[config.mk]
export PLATFORM = sky130hd
export DESIGN_NAME = lpws_sequencer
export DESIGN_NICKNAME = d
export VERILOG_FILES = /design/src/lpws_pkg.sv /design/src/lpws_sequencer.sv
export SDC_FILE = /design/constraint.sdc
export NUM_CORES = 1
export LEC_CHECK = 0
export BUFFER_PORTS_ARGS = -buffer_cell sky130_fd_sc_hd__buf_4
export CORE_MARGIN = 2
export CORE_UTILIZATION = 35
export CTS_BUF_LIST = sky130_fd_sc_hd__clkbuf_4 sky130_fd_sc_hd__clkbuf_8
export CTS_CLUSTER_DIAMETER = 30
export CTS_CLUSTER_SIZE = 10
export DETAILED_ROUTE_END_ITERATION = 10
export GPL_ROUTABILITY_DRIVEN = 1
export GPL_TIMING_DRIVEN = 0
export PLACE_DENSITY = 0.62
export SLEW_MARGIN = 20
export SYNTH_ARGS = -nofsm -noshare
export SYNTH_HDL_FRONTEND = slang
export SYNTH_SLANG_ARGS = --single-unit
[constraint.sdc]
create_clock -name clk -period 2.69 [get_ports clk]
set_input_delay 0.1345 -clock clk [delete_from_list [all_inputs] [get_ports clk]]
set_output_delay 0.1345 -clock clk [all_outputs]
set_load 0.02 [all_outputs]
[src/lpws_pkg.sv]
// package: register map, vector table, recovery counts and types of the wake sequencer
package lpws_pkg;

  // ---------------------------------------------------------------
  // register map (byte offsets) and field positions
  // ---------------------------------------------------------------
  localparam logic [7:0] REG_CFG    = 8'h00;   // configuration bits
  localparam logic [7:0] REG_KBD    = 8'h04;   // keypad polarity and enable
  localparam logic [7:0] REG_STATUS = 8'h08;   // sequencer state, read only
  localparam logic [7:0] REG_VECTOR = 8'h0C;   // last vector address, read only
  localparam logic [7:0] REG_RECCNT = 8'h10;   // recovery counter, read only

  localparam int CFG_SHORT_REC = 0;            // short_stop_recovery
  localparam int CFG_OSC_STOP  = 1;            // osc_runs_in_stop
  localparam logic [1:0] CFG_RESET = 2'h0;
  localparam logic [7:0] KBD_RESET = 8'h00;

  // ---------------------------------------------------------------
  // stop recovery counts, in crystal_clock cycles
  // ---------------------------------------------------------------
  localparam int REC_LONG_CYC  = 4096;
  localparam int REC_SHORT_CYC = 32;
  localparam logic [11:0] REC_LONG_LAST  = 12'(REC_LONG_CYC - 1);
  localparam logic [11:0] REC_SHORT_LAST = 12'(REC_SHORT_CYC - 1);

  // ---------------------------------------------------------------
  // vectors; interrupt requests are packed by priority, bit 24 first
  // ---------------------------------------------------------------
  localparam logic [15:0] VEC_RESET = 16'hFFFE;
  localparam int NUM_REQ = 25;
  localparam logic [NUM_REQ-1:0] REQ_BRK  = 25'h1000000;
  localparam logic [NUM_REQ-1:0] REQ_IRQ  = 25'h0800000;
  localparam logic [NUM_REQ-1:0] REQ_KBD  = 25'h0000400;
  localparam logic [NUM_REQ-1:0] REQ_TBM  = 25'h0000100;
  localparam logic [NUM_REQ-1:0] REQ_CANW = 25'h0000080;
  localparam logic [15:0] VEC_TAB [NUM_REQ-1:0] = '{
    16'hFFFC, 16'hFFFA, 16'hFFF8, 16'hFFF6, 16'hFFF4, 16'hFFF2, 16'hFFF0,
    16'hFFEE, 16'hFFEC, 16'hFFEA, 16'hFFE8, 16'hFFE6, 16'hFFE4, 16'hFFE2,
    16'hFFE0, 16'hFFDE, 16'hFFDC, 16'hFFDA, 16'hFFD8, 16'hFFD6, 16'hFFD4,
    16'hFFD2, 16'hFFD0, 16'hFFCE, 16'hFFCC};

  // ---------------------------------------------------------------
  // types
  // ---------------------------------------------------------------
  typedef enum logic [1:0] {MODE_RUN, MODE_WAIT, MODE_STOP, MODE_RECOVER} lpws_mode_e;

  // peripheral interrupt requests, in vector priority order
  typedef struct packed {
    logic clock_generator;    logic t1Ch0;  logic t1Ch1;  logic t1Ovf;
    logic t2Ch0;  logic t2Ch1;  logic t2Ovf;  logic spiRx;
    logic spiTx;  logic sciErr; logic sciRx;  logic sciTx;
    logic adc;    logic timebase_unit;    logic canWake; logic canErr;
    logic canRx;  logic canTx;  logic t2Ch2;  logic t2Ch3;
    logic t2Ch4;  logic t2Ch5;
  } lpws_periph_s;

  // clock and peripheral run controls
  typedef struct packed {
    logic cpuClkEn;  logic busClkEn;  logic xtalClkEn;
    logic spiRun;    logic timerRun;  logic tbmRun;
    logic tbmAccess; logic canRun;    logic canAccess;
  } lpws_ctrl_s;

endpackage

[src/lpws_sequencer.sv]
// module: low-power wait/stop wake sequencer with stop recovery counter and AHB-Lite registers
//
// The placing of the registers and the AHB-Lite register port were decided locally.
`timescale 1ns/10ps
// ---------------------------------------------------------------
// Operation
// - serial peripheral port runs in wait; its interrupts can end wait
// - serial port idle in stop, keeps state; reset exit aborts and resets it
// - timers run in wait, halt in stop keeping count, resume after wake
// - timebase register not accessible to CPU during wait or stop
// - timebase runs in stop only when osc_runs_in_stop is set
// - timebase rollover wakes from stop with vector FFDC
// - CAN runs in wait but its registers are not accessible then
// - CAN idle in stop; activity wakes; data ignored until synchronised
// - every wait exit restarts CPU clock and loads reset or interrupt vector
// - reset pin low, watchdog timeout or low supply load vector FFFE
// - falling edge on interrupt pin wakes wait or stop, vector FFFA
// - break in emulation mode ends wait or stop, vector FFFC
// - clock generator vector FFF8, keypad vector FFE0
// - first timer vectors FFF2 overflow, FFF4 channel 1, FFF6 channel 0
// - second timer vectors FFEC, FFEE, FFF0; channels 5..2 FFCC..FFD2
// - serial peripheral port vectors FFE8 transmit, FFEA receive
// - async serial port vectors FFE2, FFE4, FFE6
// - converter vector FFDE, timebase vector FFDC
// - CAN vectors FFD4, FFD6, FFD8, FFDA
// - only listed sources end stop; keypad polarity bit selects rising edge
// - 12-bit recovery counter holds clocks off 4096 cycles after stop wake
// - short_stop_recovery shrinks the recovery to 32 cycles
// - wait/stop clear interrupt mask; interrupt exit keeps it, reset sets it
// - without osc_runs_in_stop, stop holds all clock outputs low
// ---------------------------------------------------------------
module lpws_sequencer #(
  parameter int KB_PINS = 8
) (
  // clock and reset (clk is the crystal_clock)
  input  wire logic                 clk,
  input  wire logic                 rst,
  // AHB-Lite slave
  input  wire logic                 hsel,
  input  wire logic [31:0]          haddr,
  input  wire logic [1:0]           htrans,
  input  wire logic                 hwrite,
  input  wire logic [2:0]           hsize,
  input  wire logic [31:0]          hwdata,
  input  wire logic                 hready,
  output logic                      hreadyout,
  output logic                      hresp,
  output logic [31:0]               hrdata,
  // CPU core
  input  wire logic                 waitExec,
  input  wire logic                 stopExec,
  output logic                      vecLoad,
  output logic [15:0]               vecAddr,
  output logic                      iMask,
  // reset sources
  input  wire logic                 rstPinN,
  input  wire logic                 copTimeout,
  input  wire logic                 lvrTrip,
  // interrupt sources
  input  wire logic                 irqPinN,
  input  wire logic [KB_PINS-1:0]   kbPins,
  input  wire logic                 brkReq,
  input  wire logic                 emulMode,
  input  wire logic                 canActivity,
  input  wire logic                 canSynced,
  input  wire lpws_pkg::lpws_periph_s perIrq,
  // clock and peripheral controls
  output lpws_pkg::lpws_ctrl_s      ctrl,
  output logic                      spiAbort,
  output logic                      canRxEn
);

  // ---------------------------------------------------------------
  // state
  // ---------------------------------------------------------------
  lpws_pkg::lpws_mode_e modeQ, modeD;
  logic [11:0]          recCntQ, recCntD;
  logic                 recShortQ, recShortD;
  logic [15:0]          vecQ, vecD;
  logic                 vecLoadQ, vecLoadD;
  logic                 iMaskQ, iMaskD;
  logic                 spiAbortQ, spiAbortD;
  logic                 canRxEnQ, canRxEnD;
  logic                 lastResetQ, lastResetD;
  logic                 irqPrevQ;
  logic [KB_PINS-1:0]   kbPrevQ;
  logic [1:0]           cfgQ;
  logic [KB_PINS-1:0]   kbPolQ, kbEnQ;
  logic                 wrPendQ;
  logic [7:0]           wrAddrQ;
  logic [31:0]          rdDataQ;

  // ---------------------------------------------------------------
  // wake source decode
  // ---------------------------------------------------------------
  wire logic shortRec = cfgQ[lpws_pkg::CFG_SHORT_REC];
  wire logic oscStop  = cfgQ[lpws_pkg::CFG_OSC_STOP];
  wire logic inRun    = (modeQ == lpws_pkg::MODE_RUN);
  wire logic inWait   = (modeQ == lpws_pkg::MODE_WAIT);
  wire logic inStop   = (modeQ == lpws_pkg::MODE_STOP);
  wire logic inRecov  = (modeQ == lpws_pkg::MODE_RECOVER);

  // any reset source; these outrank every interrupt
  wire logic resetReq = ~rstPinN | copTimeout | lvrTrip;
  // interrupt pin falls, pins are taken as synchronous
  wire logic irqEdge  = irqPrevQ & ~irqPinN;
  // keypad edge per pin: rising when polarity set, falling otherwise
  wire logic [KB_PINS-1:0] kbRise = ~kbPrevQ & kbPins;
  wire logic [KB_PINS-1:0] kbFall = kbPrevQ & ~kbPins;
  wire logic kbdEdge  = |(kbEnQ & ((kbPolQ & kbRise) | (~kbPolQ & kbFall)));
  // break only counts in emulation mode
  wire logic brkWake  = brkReq & emulMode;
  // bus activity stands for the CAN wakeup request while stopped
  wire logic canWake  = perIrq.canWake | (canActivity & inStop);

  // all requests packed by vector priority, highest at the top
  wire logic [lpws_pkg::NUM_REQ-1:0] reqVec = {
    brkWake, irqEdge, perIrq.clock_generator,
    perIrq.t1Ch0, perIrq.t1Ch1, perIrq.t1Ovf,
    perIrq.t2Ch0, perIrq.t2Ch1, perIrq.t2Ovf,
    perIrq.spiRx, perIrq.spiTx,
    perIrq.sciErr, perIrq.sciRx, perIrq.sciTx,
    kbdEdge, perIrq.adc, perIrq.timebase_unit,
    canWake, perIrq.canErr, perIrq.canRx, perIrq.canTx,
    perIrq.t2Ch2, perIrq.t2Ch3, perIrq.t2Ch4, perIrq.t2Ch5};

  // stop honours only its short list; timebase only while oscillator runs
  wire logic [lpws_pkg::NUM_REQ-1:0] stopMask =
    lpws_pkg::REQ_BRK | lpws_pkg::REQ_IRQ | lpws_pkg::REQ_KBD |
    lpws_pkg::REQ_CANW | (oscStop ? lpws_pkg::REQ_TBM : '0);
  wire logic [lpws_pkg::NUM_REQ-1:0] stopReq = reqVec & stopMask;
  wire logic waitWake = |reqVec;
  wire logic stopWake = |stopReq;

  // ---------------------------------------------------------------
  // priority pick of the vector for the winning request
  // ---------------------------------------------------------------
  logic [15:0] waitVec, stopVec;
  always_comb begin
    waitVec = lpws_pkg::VEC_RESET;
    stopVec = lpws_pkg::VEC_RESET;
    // ascending scan, so the last hit is the highest priority
    for (int i = 0; i < lpws_pkg::NUM_REQ; i++) begin
      if (reqVec[i]) begin
        waitVec = lpws_pkg::VEC_TAB[i];
      end
      if (stopReq[i]) begin
        stopVec = lpws_pkg::VEC_TAB[i];
      end
    end
  end

  // terminal count follows the recovery length caught at the wake
  wire logic [11:0] recLast =
    recShortQ ? lpws_pkg::REC_SHORT_LAST : lpws_pkg::REC_LONG_LAST;
  wire logic recDone = inRecov & (recCntQ == recLast);

  // ---------------------------------------------------------------
  // mode sequencing
  // ---------------------------------------------------------------
  always_comb begin
    modeD      = modeQ;
    recCntD    = recCntQ;
    recShortD  = recShortQ;
    vecD       = vecQ;
    vecLoadD   = 1'b0;
    iMaskD     = iMaskQ;
    spiAbortD  = 1'b0;
    lastResetD = lastResetQ;
    case (modeQ)
      lpws_pkg::MODE_RUN: begin
        if (resetReq) begin
          vecD       = lpws_pkg::VEC_RESET;
          vecLoadD   = 1'b1;
          iMaskD     = 1'b1;
          lastResetD = 1'b1;
        end else if (stopExec) begin
          modeD  = lpws_pkg::MODE_STOP;
          iMaskD = 1'b0;
        end else if (waitExec) begin
          modeD  = lpws_pkg::MODE_WAIT;
          iMaskD = 1'b0;
        end
      end
      lpws_pkg::MODE_WAIT: begin
        if (resetReq) begin
          modeD      = lpws_pkg::MODE_RUN;
          vecD       = lpws_pkg::VEC_RESET;
          vecLoadD   = 1'b1;
          iMaskD     = 1'b1;
          lastResetD = 1'b1;
        end else if (waitWake) begin
          modeD      = lpws_pkg::MODE_RUN;
          vecD       = waitVec;
          vecLoadD   = 1'b1;
          lastResetD = 1'b0;
        end
      end
      lpws_pkg::MODE_STOP: begin
        // the recovery length is caught here so a late write cannot stretch it
        if (resetReq) begin
          modeD      = lpws_pkg::MODE_RECOVER;
          vecD       = lpws_pkg::VEC_RESET;
          iMaskD     = 1'b1;
          spiAbortD  = 1'b1;
          lastResetD = 1'b1;
          recCntD    = '0;
          recShortD  = shortRec;
        end else if (stopWake) begin
          modeD      = lpws_pkg::MODE_RECOVER;
          vecD       = stopVec;
          lastResetD = 1'b0;
          recCntD    = '0;
          recShortD  = shortRec;
        end
      end
      lpws_pkg::MODE_RECOVER: begin
        if (resetReq) begin
          vecD       = lpws_pkg::VEC_RESET;
          iMaskD     = 1'b1;
          lastResetD = 1'b1;
        end
        if (recDone) begin
          modeD    = lpws_pkg::MODE_RUN;
          vecLoadD = 1'b1;
        end else begin
          recCntD = recCntQ + 12'h001;
        end
      end
      default: begin
        modeD = lpws_pkg::MODE_RUN;
      end
    endcase
  end

  // CAN receive gate drops in stop and reopens only once resynchronised
  always_comb begin
    canRxEnD = canRxEnQ;
    if (inStop || inRecov) begin
      canRxEnD = 1'b0;
    end else if (inRun && canSynced) begin
      canRxEnD = 1'b1;
    end
  end

  // sequencer flops
  always_ff @(posedge clk) begin
    if (rst) begin
      modeQ      <= lpws_pkg::MODE_RUN;
      recCntQ    <= '0;
      recShortQ  <= 1'b0;
      vecQ       <= lpws_pkg::VEC_RESET;
      vecLoadQ   <= 1'b0;
      iMaskQ     <= 1'b1;
      spiAbortQ  <= 1'b0;
      canRxEnQ   <= 1'b0;
      lastResetQ <= 1'b1;
    end else begin
      modeQ      <= modeD;
      recCntQ    <= recCntD;
      recShortQ  <= recShortD;
      vecQ       <= vecD;
      vecLoadQ   <= vecLoadD;
      iMaskQ     <= iMaskD;
      spiAbortQ  <= spiAbortD;
      canRxEnQ   <= canRxEnD;
      lastResetQ <= lastResetD;
    end
  end

  // previous pin levels for edge detection; interrupt pin idles high
  always_ff @(posedge clk) begin
    if (rst) begin
      irqPrevQ <= 1'b1;
      kbPrevQ  <= '0;
    end else begin
      irqPrevQ <= irqPinN;
      kbPrevQ  <= kbPins;
    end
  end

  // ---------------------------------------------------------------
  // clock and peripheral controls
  // ---------------------------------------------------------------
  // stop without running oscillator gates every clock output low
  assign ctrl.cpuClkEn  = inRun;
  assign ctrl.busClkEn  = inRun | inWait | (inStop & oscStop);
  assign ctrl.xtalClkEn = ~(inStop & ~oscStop);
  assign ctrl.spiRun    = inRun | inWait;
  assign ctrl.timerRun  = inRun | inWait;
  assign ctrl.tbmRun    = inRun | inWait | (inStop & oscStop);
  assign ctrl.tbmAccess = inRun;
  assign ctrl.canRun    = inRun | inWait;
  assign ctrl.canAccess = inRun;
  assign vecLoad        = vecLoadQ;
  assign vecAddr        = vecQ;
  assign iMask          = iMaskQ;
  assign spiAbort       = spiAbortQ;
  assign canRxEn        = canRxEnQ;

  // ---------------------------------------------------------------
  // AHB-Lite register slave
  // ---------------------------------------------------------------
  // zero wait states; hsize is not checked, only whole words are expected
  wire logic       addrPhase = hsel & htrans[1] & hready;
  wire logic [7:0] regAddr   = haddr[7:0];
  wire logic [31:0] statusWord = {26'h0, lastResetQ, canRxEnQ, inRecov, iMaskQ, modeQ};
  logic [31:0] rdMux;
  always_comb begin
    case (regAddr)
      lpws_pkg::REG_CFG:    rdMux = {30'h0, cfgQ};
      lpws_pkg::REG_KBD:    rdMux = {16'h0, 8'(kbEnQ), 8'(kbPolQ)};
      lpws_pkg::REG_STATUS: rdMux = statusWord;
      lpws_pkg::REG_VECTOR: rdMux = {16'h0, vecQ};
      lpws_pkg::REG_RECCNT: rdMux = {20'h0, recCntQ};
      default:              rdMux = 32'h0;
    endcase
  end

  // address phase capture and read data launch
  always_ff @(posedge clk) begin
    if (rst) begin
      wrPendQ <= 1'b0;
      wrAddrQ <= 8'h00;
      rdDataQ <= 32'h0;
    end else begin
      wrPendQ <= addrPhase & hwrite;
      wrAddrQ <= regAddr;
      if (addrPhase && !hwrite) begin
        rdDataQ <= rdMux;
      end
    end
  end

  // data phase writes; unmapped offsets are ignored
  always_ff @(posedge clk) begin
    if (rst) begin
      cfgQ   <= lpws_pkg::CFG_RESET;
      kbPolQ <= KB_PINS'(lpws_pkg::KBD_RESET);
      kbEnQ  <= KB_PINS'(lpws_pkg::KBD_RESET);
    end else if (wrPendQ) begin
      if (wrAddrQ == lpws_pkg::REG_CFG) begin
        cfgQ <= hwdata[1:0];
      end
      if (wrAddrQ == lpws_pkg::REG_KBD) begin
        kbPolQ <= hwdata[KB_PINS-1:0];
        kbEnQ  <= hwdata[KB_PINS+7:8];
      end
    end
  end

  assign hreadyout = 1'b1;
  assign hresp     = 1'b0;
  assign hrdata    = rdDataQ;

  // ---------------------------------------------------------------
  // assertions
  // ---------------------------------------------------------------
  property p_resetVec;
    @(posedge clk) disable iff (rst)
    (resetReq && (inRun || inWait)) |=> (vecLoad && vecAddr == lpws_pkg::VEC_RESET && iMask);
  endproperty
  a_resetVec: assert property (p_resetVec) else $error("reset source did not load reset vector");

  property p_stopClocks;
    @(posedge clk) disable iff (rst)
    (inStop && !oscStop) |-> (!ctrl.xtalClkEn && !ctrl.busClkEn && !ctrl.cpuClkEn);
  endproperty
  a_stopClocks: assert property (p_stopClocks) else $error("clocks running in stop");

  property p_maskClear;
    @(posedge clk) disable iff (rst)
    (inRun && !resetReq && (waitExec || stopExec)) |=> (!iMask && !inRun);
  endproperty
  a_maskClear: assert property (p_maskClear) else $error("mask not cleared on sleep entry");

  property p_shortRec;
    @(posedge clk) disable iff (rst)
    (inStop && stopWake && !resetReq && shortRec) |=>
      ##31 (inRecov && recCntQ == lpws_pkg::REC_SHORT_LAST && !vecLoad) ##1 (vecLoad && inRun);
  endproperty
  a_shortRec: assert property (p_shortRec) else $error("short recovery length wrong");

  property p_recHold;
    @(posedge clk) disable iff (rst)
    inRecov |-> (!ctrl.cpuClkEn && !ctrl.busClkEn && recCntQ <= recLast);
  endproperty
  a_recHold: assert property (p_recHold) else $error("clocks released during recovery");

  property p_recRelease;
    @(posedge clk) disable iff (rst)
    (inRecov && recCntQ == lpws_pkg::REC_LONG_LAST) |=> (ctrl.cpuClkEn && ctrl.busClkEn && vecLoad);
  endproperty
  a_recRelease: assert property (p_recRelease) else $error("long recovery did not release");

  property p_noAccess;
    @(posedge clk) disable iff (rst)
    (inWait || inStop) |-> (!ctrl.tbmAccess && !ctrl.canAccess);
  endproperty
  a_noAccess: assert property (p_noAccess) else $error("register access open while asleep");

  property p_waitRun;
    @(posedge clk) disable iff (rst)
    inWait |-> (ctrl.canRun && ctrl.spiRun && ctrl.timerRun && ctrl.tbmRun);
  endproperty
  a_waitRun: assert property (p_waitRun) else $error("peripheral halted in wait");

  property p_stopHalt;
    @(posedge clk) disable iff (rst)
    inStop |-> (!ctrl.timerRun && !ctrl.spiRun && ctrl.tbmRun == oscStop);
  endproperty
  a_stopHalt: assert property (p_stopHalt) else $error("stop run controls wrong");

  property p_irqWake;
    @(posedge clk) disable iff (rst)
    (inWait && irqEdge && !resetReq && !brkWake) |=> (vecLoad && vecAddr == 16'hFFFA);
  endproperty
  a_irqWake: assert property (p_irqWake) else $error("interrupt pin wake vector wrong");

  property p_stopStays;
    @(posedge clk) disable iff (rst)
    (inStop && !stopWake && !resetReq) |=> inStop;
  endproperty
  a_stopStays: assert property (p_stopStays) else $error("stop left without a stop source");

  property p_spiAbort;
    @(posedge clk) disable iff (rst)
    (inStop && resetReq) |=> (spiAbort && inRecov) ##1 !spiAbort;
  endproperty
  a_spiAbort: assert property (p_spiAbort) else $error("serial port not aborted on reset exit");

  property p_canGate;
    @(posedge clk) disable iff (rst)
    $fell(inRecov) |-> !canRxEn;
  endproperty
  a_canGate: assert property (p_canGate) else $error("CAN receive open before sync");

endmodule // lpws_sequencer

==> results.md <==
- PortBufs: 102
- Status: finished clean
- Clock Latency Late Sink: 360 ps
- Starting Density: 36.01%
- Syn Std Cell Area: 4343 sq um
- Hold wc startpoint: haddr[1]
- Synth cell types: 73
- GP Congestion: 0.8950
- TritonRoute pass-1 iters: 5
- First-pass GRT wire length: 20620 microns
- Post-Synthesis Mean Instance Area: 8.583 sq um
- Avg WL per Cell: 15.60 microns
- EDFF count, synth: 0
- Gr usage total: 19.62%
- Post-DP HPWL: 10050 microns
- #FFs+latches synth: 77
- CP startpoint kind: flop
- Gate Count Post-Synth: 506
- Hold WC Path Type: input port to flop
- Static Leak: 2.531 nW
- GR Util met3: 2.847%
- IO Count: 177
- WP buf/inv: 2
- Peak Freq: 399.2 MHz
- Clock Tree Buf Depth: 2
- Cell Chain, Critical Path: inv_1 -> ha_2 -> a21o_1 -> a21oi_1 -> nand3_2 -> nor3_4 -> buf_2 -> nor3_1 -> o21ba_2
- Remaining Overflow, GRT: 0
- CORE AREA: 12060 sq um
- Pre-CTS setup slack: -23.76 ps
- H-tree levels: 3
- Critical R2R Capture: recCntQ[8]
- Most common flop cell mapped by yosys: dfxtp_1
- Routed WL: 12940 microns
- DR vias/cell: 5.136
- GR Layer Usage met1: 26.20%
- RSZ-0062 raised after global routing: no
- Post-route DRC: 0
- Worst Setup End Kind: flop
- Vias: 4263
- Finished Core Util: 47.87%
- Worst hold path depth: 2
- ANT cells: 0
- Starting DRT DRC Count: 342
- Routed Antenna Nets: 0
- Die X: 115.4 microns
- P&R area growth vs syn: 32.96%
- Largest stage delay, worst path: 450 ps
- Row Count: 40
- CP top delay family: compound AO/OA/AOI/OAI gates
- CTS tree: done
- Met2 usage in global routing: 32.09%
- Share of cells above drive strength 1: 28.55%
- Inserted Clock Buffers: 9
- Slew HR: 43.85%
- Final Critical Period: 2505 ps
- Crit-path max FO: 10
- R2R setup slack: 190 ps
- Final Cycle Share: 93.12%
- Clock transition at the registers of the reported paths: 80 ps
- # setup viols final: 0
- Clock root buffer: clkbuf_8
- Clock Skew: 12.34 ps
- Final setup margin: 185.2 ps
- Maximum VDD drop: 0.6976 mV
- Nets: 777
- Initial antenna violation count: 0
- Cells on worst reg2reg path: 9
- Clock sinks: 77
- Worst-Margin Slew: 840.4 ps
- WHS: 4.971 ps
- Synth async-reset ratio: 0%
- Fin. max-slew vios: 0
- Reg2reg start: modeQ[0]
- Sequential area share after synthesis: 35.49%
- Die Span Y: 115.4 microns
- Pwr dens: 620.0 nW/um^2
- Worst Path Arrival: 2750 ps
- Worst Hold End: wrAddrQ[1]
- Synth warn: 0
- Max-Cap Viols: 0
- CP Class: flop to flop
- Die area: 13310 sq um
- Largest net degree at the start of global routing: 15
- Critical path's slowest cell: dfxtp_1
- Vias in the first global route: 4060
- Final Hold Fails: 0
- Worst Path Required: 2940 ps
- GRT Max-Usage Layer: met2
-- worst max path at each step --
stage	start	end	slack, ps	cells past startpoint
2_1_floorplan	modeQ[0]	recCntQ[11]	510	8
3_3_place_gp	modeQ[0]	recCntQ[8]	10	9
3_5_place_dp	modeQ[0]	recCntQ[8]	-20	9
4_1_cts	kbPolQ[0]	recCntQ[8]	10	6
5_1_grt	modeQ[0]	recCntQ[8]	6	9
6_report	modeQ[0]	recCntQ[8]	190	9
-- flip-flops by register name, indices dropped and copies added, names as in the netlist, 2 cells and up --
register and flops:
vecAddr 5, hrdata 16, modeQ 2, recCntQ 12, kbPrevQ 8, kbPolQ 8
wrAddrQ 8, kbEnQ 8, cfgQ 2
-- layout make-up --
type	count	area (sq um)
plain buffers	56	376.6
clock buffers	10	137.6
clock inverters	6	93.84
fillers	1177	6287
inverters	8	30.03
multi-input cells	391	2509
flip-flops and latches	77	1541
well taps	168	210.2
repair buffers	114	875.8
-- cells in the mapped netlist, types with 8 or more instances --
| cell | number | area [sq um] |
|---|---|---|
| clkbuf_1 | 13 | 48.80 |
| inv_1 | 8 | 30.03 |
| a22oi_1 | 9 | 67.56 |
| nor3b_1 | 9 | 67.56 |
| nand3_1 | 13 | 65.06 |
| a21oi_1 | 22 | 110.1 |
| mux2i_1 | 22 | 220.2 |
| nor3_1 | 13 | 65.06 |
| dfxtp_1 | 77 | 1541 |
| buf_4 | 35 | 262.8 |
| nand2_1 | 24 | 90.09 |
| nor2b_1 | 23 | 143.9 |
| o21ai_0 | 36 | 180.2 |
| nor2_1 | 50 | 187.7 |
-- stage by stage --
step                      cell area, sq um  power (mW)  instances  TNS [ps]
after global routing                  5774       3.760        830         0
after global placement                5420       2.557        803         0
final                                 5774       3.580        830         0
after detailed placement              5420       2.572        803    -23.76
after CTS                             5738       3.583        827         0
after floorplan                       4444       2.087        533         0
-- cells by family (layout without fill, tap and decap cells) --
group / after synthesis / after routing / synth area share, %
and+or+nand+nor: 200 / 200 / 26.79
AOI/OAI and AO/OA: 133 / 133 / 21.09
DFF: 77 / 77 / 35.49
buffers and inverters: 65 / 194 / 9.392
muxes: 23 / 23 / 5.330
adders and majority gates: 6 / 6 / 1.729
other: 2 / 29 / 0.1729
-- power by group --
group	internal, mW	switching [mW]
clock	0.556	0.453
combinational	0.579	0.672
sequential	1.22	0.0954
total	2.36	1.22
-- layer usage --
layer / up-vias / share of wire (%)
met5: - / 0
met2: 155 / 47
met3: 15 / 5.7
met1: 1978 / 45
met4: 0 / 1.8
li1: 2115 / -
-- placed cells by master (no fill, tap or decap), types with 5 or more instances in the layout --
master and count:
buf_4 141, a22oi_1 9, and3_1 5, o21ai_0 36, a22o_1 5, nor3b_1 9
nor2_1 50, buf_2 5, nor3_1 13, ha_1 5, nand2_1 24, a21oi_1 22
and3b_1 7, mux2i_1 22, or4_1 7, nand2b_1 7, o31ai_1 5, conb_1 29
nor2b_1 23, clkbuf_8 11, nand4_1 6, a211oi_1 7, or3_1 5, dlygate4sd3_1 8
inv_1 8, a31oi_1 5, nor4_1 5, dfxtp_1 77, a221o_1 6, nand3_1 13
clkbuf_1 12
-- what timing repair did --
item | 4_1_cts | 5_1_grt
resized for setup | 1 | 3
pin swaps | 0 | 2
hold buffers | 8 | 0
gates cloned | 0 | 0
buffers inserted | 0 | 4
setup endpoints to repair | 2 | 15
hold endpoints to repair | 8 | 0
Power figures use the tool's default switching activity.
